File: config.mk
export PLATFORM = sky130hd
export DESIGN_NAME = scd_spi_core
export DESIGN_NICKNAME = d
export VERILOG_FILES = /design/src/logic/scd_pkg.sv /design/src/logic/scd_spi_core.sv
export SDC_FILE = /design/constraint.sdc
export NUM_CORES = 1
export LEC_CHECK = 0
export BUFFER_PORTS_ARGS = -buffer_cell sky130_fd_sc_hd__buf_4
export CORE_UTILIZATION = 35
export CTS_CLUSTER_SIZE = 14
export DETAILED_ROUTE_END_ITERATION = 12
export PLACE_DENSITY = 0.56
export SYNTH_ARGS = -nofsm -noshare
export SYNTH_HDL_FRONTEND = slang
export SYNTH_SLANG_ARGS = --single-unit
File: constraint.sdc
create_clock -name sys_clk -period 2.3 [get_ports sys_clk]
set_input_delay 0.46 -clock sys_clk [delete_from_list [all_inputs] [get_ports sys_clk]]
set_output_delay 0.46 -clock sys_clk [all_outputs]
set_load 0.02 [all_outputs]
File: src/logic/scd_pkg.sv
/*
 * Shared constants and types for the serial clock and data block: register
 * addresses, reset values, slave-mode timing counts and the bus request record.
 * Assumes a single system clock of 250 MHz and an 8-bit register bus.
 */
package scd_pkg;

    ////////////////////////////////////////////////////////////////////////////
    // Register map and reset values.
    localparam logic [7:0] ADDR_DIVISOR  = 8'hA2;
    localparam logic [7:0] ADDR_DATA     = 8'hA3;
    localparam logic [7:0] DIVISOR_RESET = 8'h00;
    localparam logic [7:0] DATA_RESET    = 8'h00;
    localparam logic [7:0] UNMAPPED_READ = 8'h00;

    ////////////////////////////////////////////////////////////////////////////
    // Frame and timing counts in system clock periods; the clock period itself in ns.
    localparam int         CLK_PERIOD_NS     = 4;
    localparam logic [2:0] LAST_BIT          = 3'h7;
    localparam int         SLAVE_OUT_MAX_CYC = 4;
    localparam int         LAST_EDGE_MIN_CYC = 6;
    localparam int         LAST_EDGE_MAX_CYC = 8;
    localparam int         EDGE_DETECT_CYC   = 3;
    // The extra cycle covers a pin edge that lands just before a capture edge.
    localparam logic [2:0] TAIL_WAIT         = 3'(LAST_EDGE_MIN_CYC - EDGE_DETECT_CYC + 1);
    localparam logic [2:0] TAIL_LAST         = 3'h1;

    ////////////////////////////////////////////////////////////////////////////
    // Register bus request, taken in the cycle the strobes are high.
    typedef struct packed {
        logic       wr;
        logic       rd;
        logic [7:0] addr;
        logic [7:0] wdata;
    } scd_sfr_req_type;

    // Transfer sequencer states.
    typedef enum logic [1:0] {
        ST_IDLE,
        ST_MASTER,
        ST_SLAVE,
        ST_TAIL
    } scd_state_type;

endpackage

File: src/logic/scd_spi_core.sv
/*
 * Serial peripheral interface core: master clock divider, data register with
 * transmit and receive buffers, master and slave shifting of 8-bit frames.
 * Assumes the register bus runs on sys_clk; all link pins are asynchronous
 * and are synchronised; the pads resolve each pin from its output enable.
 */
`timescale 1ns/100ps

// How it works
// - Master clock is core_clock over 2*(divisor+1).
// - Every divisor 0..255 used; zero halves rate.
// - Divisor drives the clock pin only as master.
// - Data write loads transmit buffer; master starts.
// - Data read returns the receive buffer.
// - Polarity one inverts the clock, timing unchanged.
// - Slave output valid within four after select.
// - Slave output released within four after deselect.
// - Slave output updates within four after shift.
// - Phase one: output changes six-eight after last.
// - Slave samples mid-bit; master one before end.
module scd_spi_core
(
    // Clock and reset.
    input  wire logic                     sys_clk,
    input  wire logic                     sys_rst,
    // Register bus.
    input  wire scd_pkg::scd_sfr_req_type sfr_req,
    output logic [7:0]                    sfr_rdata,
    // Mode selection.
    input  wire logic                     master_mode,
    input  wire logic                     clock_polarity_sel,
    input  wire logic                     clock_phase_sel,
    // Status.
    output logic                          xfer_busy,
    output logic                          xfer_done,
    // Serial clock pin.
    input  wire logic                     sck_in,
    output logic                          sck_out,
    output logic                          sck_oe,
    // Master-out data pin.
    input  wire logic                     mosi_in,
    output logic                          mosi_out,
    output logic                          mosi_oe,
    // Master-in data pin.
    input  wire logic                     miso_in,
    output logic                          miso_out,
    output logic                          miso_oe,
    // Slave select pin.
    input  wire logic                     nss_n_in
);

    ////////////////////////////////////////////////////////////////////////////
    // Declarations.
    logic [7:0]             clock_divisor_field;
    logic [7:0]             tx_buf;
    logic [7:0]             rx_buf;
    logic [7:0]             shift;
    logic [7:0]             half_cnt;
    logic                   half_ph;
    logic [2:0]             bit_cnt;
    logic [2:0]             tail_cnt;
    scd_pkg::scd_state_type state;
    logic [1:0]             sck_sync;
    logic [1:0]             mosi_sync;
    logic [1:0]             miso_sync;
    logic [1:0]             nss_sync;
    logic                   sck_prev;
    logic                   nss_prev;
    logic                   data_wr;
    logic                   sck_lvl;
    logic                   prev_lvl;
    logic                   lead_edge;
    logic                   trail_edge;
    logic                   samp_edge;
    logic                   shft_edge;
    logic                   nss_fall;
    logic                   half_end;
    logic                   next_sck;

    ////////////////////////////////////////////////////////////////////////////
    // Register bus decode.

    // A write to the data address is the transfer trigger.
    assign data_wr = sfr_req.wr && (sfr_req.addr == scd_pkg::ADDR_DATA);

    // Software-written registers.
    always_ff @(posedge sys_clk or posedge sys_rst)
    begin
        if (sys_rst)
        begin
            clock_divisor_field <= scd_pkg::DIVISOR_RESET;
            tx_buf              <= scd_pkg::DATA_RESET;
        end
        else
        begin
            if (sfr_req.wr && (sfr_req.addr == scd_pkg::ADDR_DIVISOR))
                clock_divisor_field <= sfr_req.wdata;
            if (data_wr)
                tx_buf <= sfr_req.wdata;
        end
    end

    // Read data is registered and holds until the next read.
    always_ff @(posedge sys_clk or posedge sys_rst)
    begin
        if (sys_rst)
            sfr_rdata <= scd_pkg::DATA_RESET;
        else if (sfr_req.rd)
        begin
            case (sfr_req.addr)
                scd_pkg::ADDR_DATA:    sfr_rdata <= rx_buf;
                scd_pkg::ADDR_DIVISOR: sfr_rdata <= clock_divisor_field;
                default:               sfr_rdata <= scd_pkg::UNMAPPED_READ;
            endcase
        end
    end

    ////////////////////////////////////////////////////////////////////////////
    // Pin synchronisers; only the second stage is looked at.
    always_ff @(posedge sys_clk or posedge sys_rst)
    begin
        if (sys_rst)
        begin
            sck_sync  <= 2'h0;
            mosi_sync <= 2'h0;
            miso_sync <= 2'h0;
            nss_sync  <= 2'h3;
            sck_prev  <= 1'b0;
            nss_prev  <= 1'b1;
        end
        else
        begin
            sck_sync  <= {sck_sync[0], sck_in};
            mosi_sync <= {mosi_sync[0], mosi_in};
            miso_sync <= {miso_sync[0], miso_in};
            nss_sync  <= {nss_sync[0], nss_n_in};
            sck_prev  <= sck_sync[1];
            nss_prev  <= nss_sync[1];
        end
    end

    // Slave edge detection, normalised so that leading edges leave the idle level.
    assign sck_lvl    = sck_sync[1] ^ clock_polarity_sel;
    assign prev_lvl   = sck_prev ^ clock_polarity_sel;
    assign lead_edge  = sck_lvl & ~prev_lvl;
    assign trail_edge = ~sck_lvl & prev_lvl;
    assign samp_edge  = clock_phase_sel ? trail_edge : lead_edge;
    assign shft_edge  = clock_phase_sel ? lead_edge : trail_edge;
    assign nss_fall   = ~nss_sync[1] & nss_prev;

    // The last cycle of a half period; tolerant of a divisor lowered mid-frame.
    assign half_end   = (half_cnt >= clock_divisor_field);

    ////////////////////////////////////////////////////////////////////////////
    // Transfer sequencer for both master and slave frames.
    always_ff @(posedge sys_clk or posedge sys_rst)
    begin
        if (sys_rst)
        begin
            state     <= scd_pkg::ST_IDLE;
            shift     <= scd_pkg::DATA_RESET;
            rx_buf    <= scd_pkg::DATA_RESET;
            half_cnt  <= 8'h00;
            half_ph   <= 1'b0;
            bit_cnt   <= 3'h0;
            tail_cnt  <= 3'h0;
            miso_out  <= 1'b0;
            xfer_done <= 1'b0;
        end
        else
        begin
            xfer_done <= 1'b0;
            case (state)
                scd_pkg::ST_IDLE:
                begin
                    if (master_mode && data_wr)
                    begin
                        shift    <= sfr_req.wdata;
                        half_cnt <= 8'h00;
                        half_ph  <= 1'b0;
                        bit_cnt  <= 3'h0;
                        state    <= scd_pkg::ST_MASTER;
                    end
                    else if (!master_mode && nss_fall)
                    begin
                        shift    <= tx_buf;
                        miso_out <= tx_buf[7];
                        bit_cnt  <= 3'h0;
                        state    <= scd_pkg::ST_SLAVE;
                    end
                end
                scd_pkg::ST_MASTER:
                begin
                    if (half_end)
                    begin
                        half_cnt <= 8'h00;
                        half_ph  <= ~half_ph;
                        if (half_ph)
                        begin
                            // Sample in the last cycle of the bit; the next bit moves to the top.
                            shift    <= {shift[6:0], miso_sync[1]};
                            if (bit_cnt == scd_pkg::LAST_BIT)
                            begin
                                rx_buf    <= {shift[6:0], miso_sync[1]};
                                xfer_done <= 1'b1;
                                state     <= scd_pkg::ST_IDLE;
                            end
                            else
                                bit_cnt <= bit_cnt + 3'h1;
                        end
                    end
                    else
                        half_cnt <= half_cnt + 8'h01;
                end
                scd_pkg::ST_SLAVE:
                begin
                    if (nss_sync[1] || master_mode)
                        state <= scd_pkg::ST_IDLE;
                    else if (samp_edge)
                    begin
                        if (bit_cnt == scd_pkg::LAST_BIT)
                        begin
                            // Frame complete; reload so a following frame sends fresh data.
                            rx_buf    <= {shift[6:0], mosi_sync[1]};
                            shift     <= tx_buf;
                            xfer_done <= 1'b1;
                            bit_cnt   <= 3'h0;
                            if (clock_phase_sel)
                            begin
                                tail_cnt <= scd_pkg::TAIL_WAIT;
                                state    <= scd_pkg::ST_TAIL;
                            end
                        end
                        else
                        begin
                            shift   <= {shift[6:0], mosi_sync[1]};
                            bit_cnt <= bit_cnt + 3'h1;
                        end
                    end
                    else if (shft_edge)
                        miso_out <= shift[7];
                end
                scd_pkg::ST_TAIL:
                begin
                    // Hold the last bit for the required window, then move on.
                    if (nss_sync[1] || master_mode)
                        state <= scd_pkg::ST_IDLE;
                    else if (tail_cnt == scd_pkg::TAIL_LAST)
                    begin
                        miso_out <= shift[7];
                        state    <= scd_pkg::ST_SLAVE;
                    end
                    else
                        tail_cnt <= tail_cnt - 3'h1;
                end
                default:
                    state <= scd_pkg::ST_IDLE;
            endcase
        end
    end

    ////////////////////////////////////////////////////////////////////////////
    // Pin drivers; the clock is idle during the first half under phase zero.
    assign next_sck = ((state == scd_pkg::ST_MASTER) && (half_ph ^ clock_phase_sel)) ^ clock_polarity_sel;

    // Registered pin outputs avoid glitches on the clock line.
    // The data pin follows the top shift bit one cycle late, in step with the clock pin,
    // so that it never moves on a sampling edge.
    always_ff @(posedge sys_clk or posedge sys_rst)
    begin
        if (sys_rst)
        begin
            sck_out <= 1'b0;
            sck_oe   <= 1'b0;
            mosi_out <= 1'b0;
            mosi_oe  <= 1'b0;
            miso_oe  <= 1'b0;
        end
        else
        begin
            mosi_out <= shift[7];
            sck_out <= next_sck;
            sck_oe  <= master_mode;
            mosi_oe <= master_mode;
            miso_oe <= !master_mode && !nss_sync[1];
        end
    end

    // Busy while any frame is in progress.
    assign xfer_busy = (state != scd_pkg::ST_IDLE);
endmodule

== Word-level counts from Yosys, hierarchy flattened ==
Index checks and enable logic that the tools add are counted.
Word-level totals
  register bits after elaboration: 73
  input port bits: 27
  output and inout bits: 16
  logic and storage cells: 155
Cells by class
  add/subtract/negate cells: 3
  order comparisons: 1
  eq/ne operators: 28
  multiplexer cells: 66
  bitwise operators: 11
  reductions and logical operators: 24
Operators with widths (count)
  2-to-1 mux 8 bit: 15
  case mux 8 bit (2 select lines): 3
  2-to-1 mux 3 bit: 14
  != test 2 bit (second input constant): 16
  case mux 8 bit (3 select lines): 1
  2-to-1 mux 2 bit: 11
  AND reduction 7 bit: 3
  == test 8 bit (second input constant): 2
  2-to-1 mux 1 bit: 16
  AND reduction 8 bit: 2
  != test 3 bit (second input constant): 5
  case mux 3 bit (3 select lines): 1
  adder 8 x 1 -> 8 bit (second input constant): 1
  greater-or-equal comparator 8 bit: 1
  case mux 2 bit (4 select lines): 1
  nonzero test 2 bit: 4
  logical AND 1 bit: 6
  case mux 3 bit (2 select lines): 1
  AND reduction 6 bit: 1
  nonzero test 3 bit: 2
  == test 2 bit (second input constant): 2
  inverter 1 bit: 4
  case mux 1 bit (2 select lines): 2
  bitwise XOR 1 bit: 4
  12 further kinds: 15

== Depth between registers and ports, before layout ==
  depth after elaboration: 8
  depth in mapped cells: 8
  mapped depth without buffers: 8

== Least setup slack after synthesis ==
Ideal clock, no wire load.
  kind: register to register
  start: reg half_cnt[0]
  end: reg rx_buf[0]
  arrival: 2.131 ns
  required time: 2.175 ns
  setup slack: 0.044 ns
  cell stages (with the launch flop): 9
  path buffers: 0
  cell sequence: dfrtp_1 -> inv_1 -> ha_1 -> nand2b_1 -> a2111oi_0 -> o41a_1 -> o22ai_1 -> nand3_1 -> mux2_2
Between the ends
  longest elaborated chain between the ends: 3
Ends and longest elaborated chain
  from (decl): line scd_spi_core.sv:58  | logic [7:0] half_cnt;
  from (signal assigned): line scd_spi_core.sv:213  | half_cnt <= half_cnt + 8'h01;
  greater-or-equal comparator 8 bit: line scd_spi_core.sv:152  | assign half_end = (half_cnt >= clock_divisor_field);
  != test 2 bit (no line)
  AND reduction 7 bit (no line)
  to (signal assigned): line scd_spi_core.sv:162  | rx_buf <= scd_pkg::DATA_RESET;
  to (signal assigned): line scd_spi_core.sv:204  | rx_buf <= {shift[6:0], miso_sync[1]};
  to (signal assigned): line scd_spi_core.sv:224  | rx_buf <= {shift[6:0], mosi_sync[1]};
  to (decl): line scd_spi_core.sv:56  | logic [7:0] rx_buf;
Every way passes these cells.
A chain may end at the register's enable or synchronous reset.

== Worst setup path in the final report ==
  start: reg half_cnt[0]
  end: reg shift[6]
Between the ends
  longest elaborated chain between the ends: 3
Ends and longest elaborated chain
  greater-or-equal comparator 8 bit: line scd_spi_core.sv:152
  != test 2 bit (no line)
  AND reduction 6 bit (no line)
  to (signal assigned): line scd_spi_core.sv:161  | shift <= scd_pkg::DATA_RESET;
  to (signal assigned): line scd_spi_core.sv:178  | shift <= sfr_req.wdata;
  to (signal assigned): line scd_spi_core.sv:186  | shift <= tx_buf;
  to (decl): line scd_spi_core.sv:57  | logic [7:0] shift;
Every way passes these cells.

==> impl_results.md <==
- Status: completed
- Cts bufs inserted: 9
- Synthesized flop and latch total: 73
- Crit path required time: approximately 2.6 ns
- Die X-Extent: around 100 microns
- Post-synth top area cell: dfrtp_1
- Worst R2R Setup Slack: 0.02 ns
- Total die area: 0.0109 sq mm
- Worst Hold Class: input pin to asynchronous set/reset pin
- DRC: 0
- 1st-iter DRT viols: 143
- Drt wl/cell: 15.5 microns
- Vias per std cell: 5.04
- Largest net degree at the start of global routing: 50
- Final period util: roughly 99%
- Core Box Area: about 0.010 sq mm
- Rel. slew slack: roughly 60%
- DRT antenna net count: 0
- I/O pins: 43
- Mapped Cells: 320
- IO buf count: between 40 and 50
- Total GRT Usage: 16.0%
- Final hold vios: 0
- Crit Path Max Fanout: 8
- Peak supply drop: 429 uV
- Synth cell types: 48
- Synth top area share: between 40% and 50%
- Max_cap viols: 0
- Detail Placement HPWL: 6000 microns
- Final Util: 46.4%
- Pwr Density: 956 mW/mm^2
- Seq/Total Area, Yosys: 50.0%
- CP arrival: 2.53 ns
- Min cycle time layout: 2.28 ns
- Mapped Area: 0.00366 sq mm
- R2R depth: 9
- Crit. End Element: register
- First-pass GRT wire length: 13,500 microns
- Share of cells above drive strength 1: between 30% and 40%
- Clock Path Buffers: 2
- Vias: between 2,000 and 3,000
- Gpl congestion: 0.822
- Number of diodes: 0
- Least-Margin Pin Slew: ~0.59 ns
- Number of setup violations in the final report: 0
- CP startpoint kind: register
- Layout Nets: approximately 440
- Later-pin clock latency in the skew report: between 0.3 and 0.4 ns
- Rows: 36
- Critical Path Start: half_cnt[0]
- Yosys warns: 0
- Clk sinks: 73
- Synth Net Count: 365
- # hold bufs at CTS: 0
- Initial core utilization: 36.8%
- Gr ovfl total: 0
- Final setup skew: 0.0118 ns
- Commonest cells post-synth: 70 x dfrtp_1, 41 x mux2_2, 23 x a21oi_1, 19 x inv_1, 19 x nand2_1
- Area after DPL: 0.00434 sq mm
- Reg clk slew, reported paths: 0.09 ns
- FF-to-FF Start: half_cnt[0]
- DR pass1 iterations: 4
- RSZ-0062 raised after global routing: yes
- Total wire length: 8260 microns
- Initial antenna violation count: 0
- Clock Tree Root: clkbuf_8
- R2r endpoint: shift[6]
- Synth top area cells: dfrtp_1 48%, mux2_2 13%, ha_1 6.2%, mux2i_1 3.8%, a21oi_1 3.1%
- Filler Cell Count: 929
- Setup CP Type: register to register
- P_leak: 0.00215 uW
- Peak Freq: 0.439 GHz
- CTS tree: yes
- Synthesized area per cell: 11.4 sq um
- Area grow syn2layout: 26.2%
- Post-synth EDFFs: 0
- Vias in the first global route: 2,634
- H-tree Lvls: 3
- Cell with the most instances after synthesis: dfrtp_1
- Chip Height: 104 microns
- Fin. max-slew vios: 0
- Ys flop type: dfrtp_1
- CP endpoint: shift[6]
- Asr flop ratio synth: 100%
- Post-route cell area: ~0.0046 sq mm
layer usage:
layer / global-route usage (%) / vias to the layer above / wire length (microns)
li1: - / 1317 / -
met1: 22.6 / 1296 / 4080
met2: 23.4 / 51 / 3770
met3: 3.45 / 15 / 231
met4: 7.24 / 0 / 168
met5: 0 / - / 0
placed cells by master (no fill, tap or decap), drive strengths merged, types with 8 or more instances in the layout:
cell    netlist  routed
a221oi        9       9
ha           18      18
nor2         18      18
a22oi         8       8
clkbuf        8       9
o21ai         8       8
dfrtp        70      70
mux2i        14      14
mux2         41      41
a21oi        24      24
buf           3      74
inv          19      22
nand2        20      20
logic make-up (layout without fill, tap and decap cells):
kind of cell    after synthesis  count (layout)  share of synthesized area, %
buf+inv                      31             110                          3.31
xor+xnor                      3               3                         0.718
flops                        73              73                          50.0
fa+ha+maj                    18              18                          6.15
simple gates                 66              66                          9.36
mux                          55              55                          16.4
compound gates               74              74                          14.0
power by group:
part | leakage (uW) | internal [uW] | switching, uW
registers | 0.000951 | 1470 | 150
clock network | 0.0000848 | 410 | 566
logic | 0.00112 | 910 | 909
total | 0.00215 | 2790 | 1630
area by class of cell:
type / count / area [sq um] / area share (%)
sequential: 73 / 1830 / 39.6
multi-input combinational: 216 / 1770 / 38.3
timing repair buffer: 74 / 593 / 12.8
tap: 133 / 166 / 3.60
clock buffer: 9 / 124 / 2.68
inverter: 20 / 78.8 / 1.71
clock inverter: 7 / 60.1 / 1.30
worst min path at each step:
| stage | from | depth (start not counted) | to |
|---|---|---|---|
| final | sys_rst | 2 | sck_prev |
| after global routing | sck_in | 1 | sck_sync[0] |
| after CTS | sys_rst | 2 | sck_sync[0] |
| after detailed placement | mosi_sync[0] | 0 | mosi_sync[1] |
| after global placement | sck_sync[0] | 0 | sck_sync[1] |
| after floorplan | miso_sync[0] | 0 | miso_sync[1] |
registers in the layout (all words and copies together), names as in the netlist, 2 cells and up:
register,count
rx_buf,8
tx_buf,8
miso_sync,2
clock_divisor_field,8
shift,8
half_cnt,8
sck_sync,2
nss_sync,2
bit_cnt,3
sfr_rdata,8
tail_cnt,3
state,2
mosi_sync,2
critical path: stages, from the launching register on:
cell and delay [ns]:
dfrtp_1 0.37, inv_2 0.05, ha_1 0.26, nand2b_4 0.11
a2111oi_2 0.05, o41a_1 0.49, nand2b_4 0.19, a21oi_4 0.17
buf_12 0.14, mux2_2 0.33
what timing repair did:
action | 4_1_cts | 5_1_grt
endpoints found under the setup margin | 18 | 22
hold endpoints to repair | 0 | 0
pin swaps | 4 | 3
buffers inserted | 1 | 3
resized for setup | 2 | 13
stage by stage:
stage	setup slack, ns	TNS [ns]	hold slack (ns)	instances	total power [uW]
detailed placement	-0.147	-2.25	0.335	512	3280
global placement	-0.127	-2.03	0.333	512	3240
CTS	0.0261	0	0.169	529	4350
floorplan	0.0439	0	0.331	320	2770
global route	-0.0544	-0.477	0.181	532	4680
finish	0.0199	0	0.160	532	4420
Note: power is estimated with default switching activity, not from simulation.
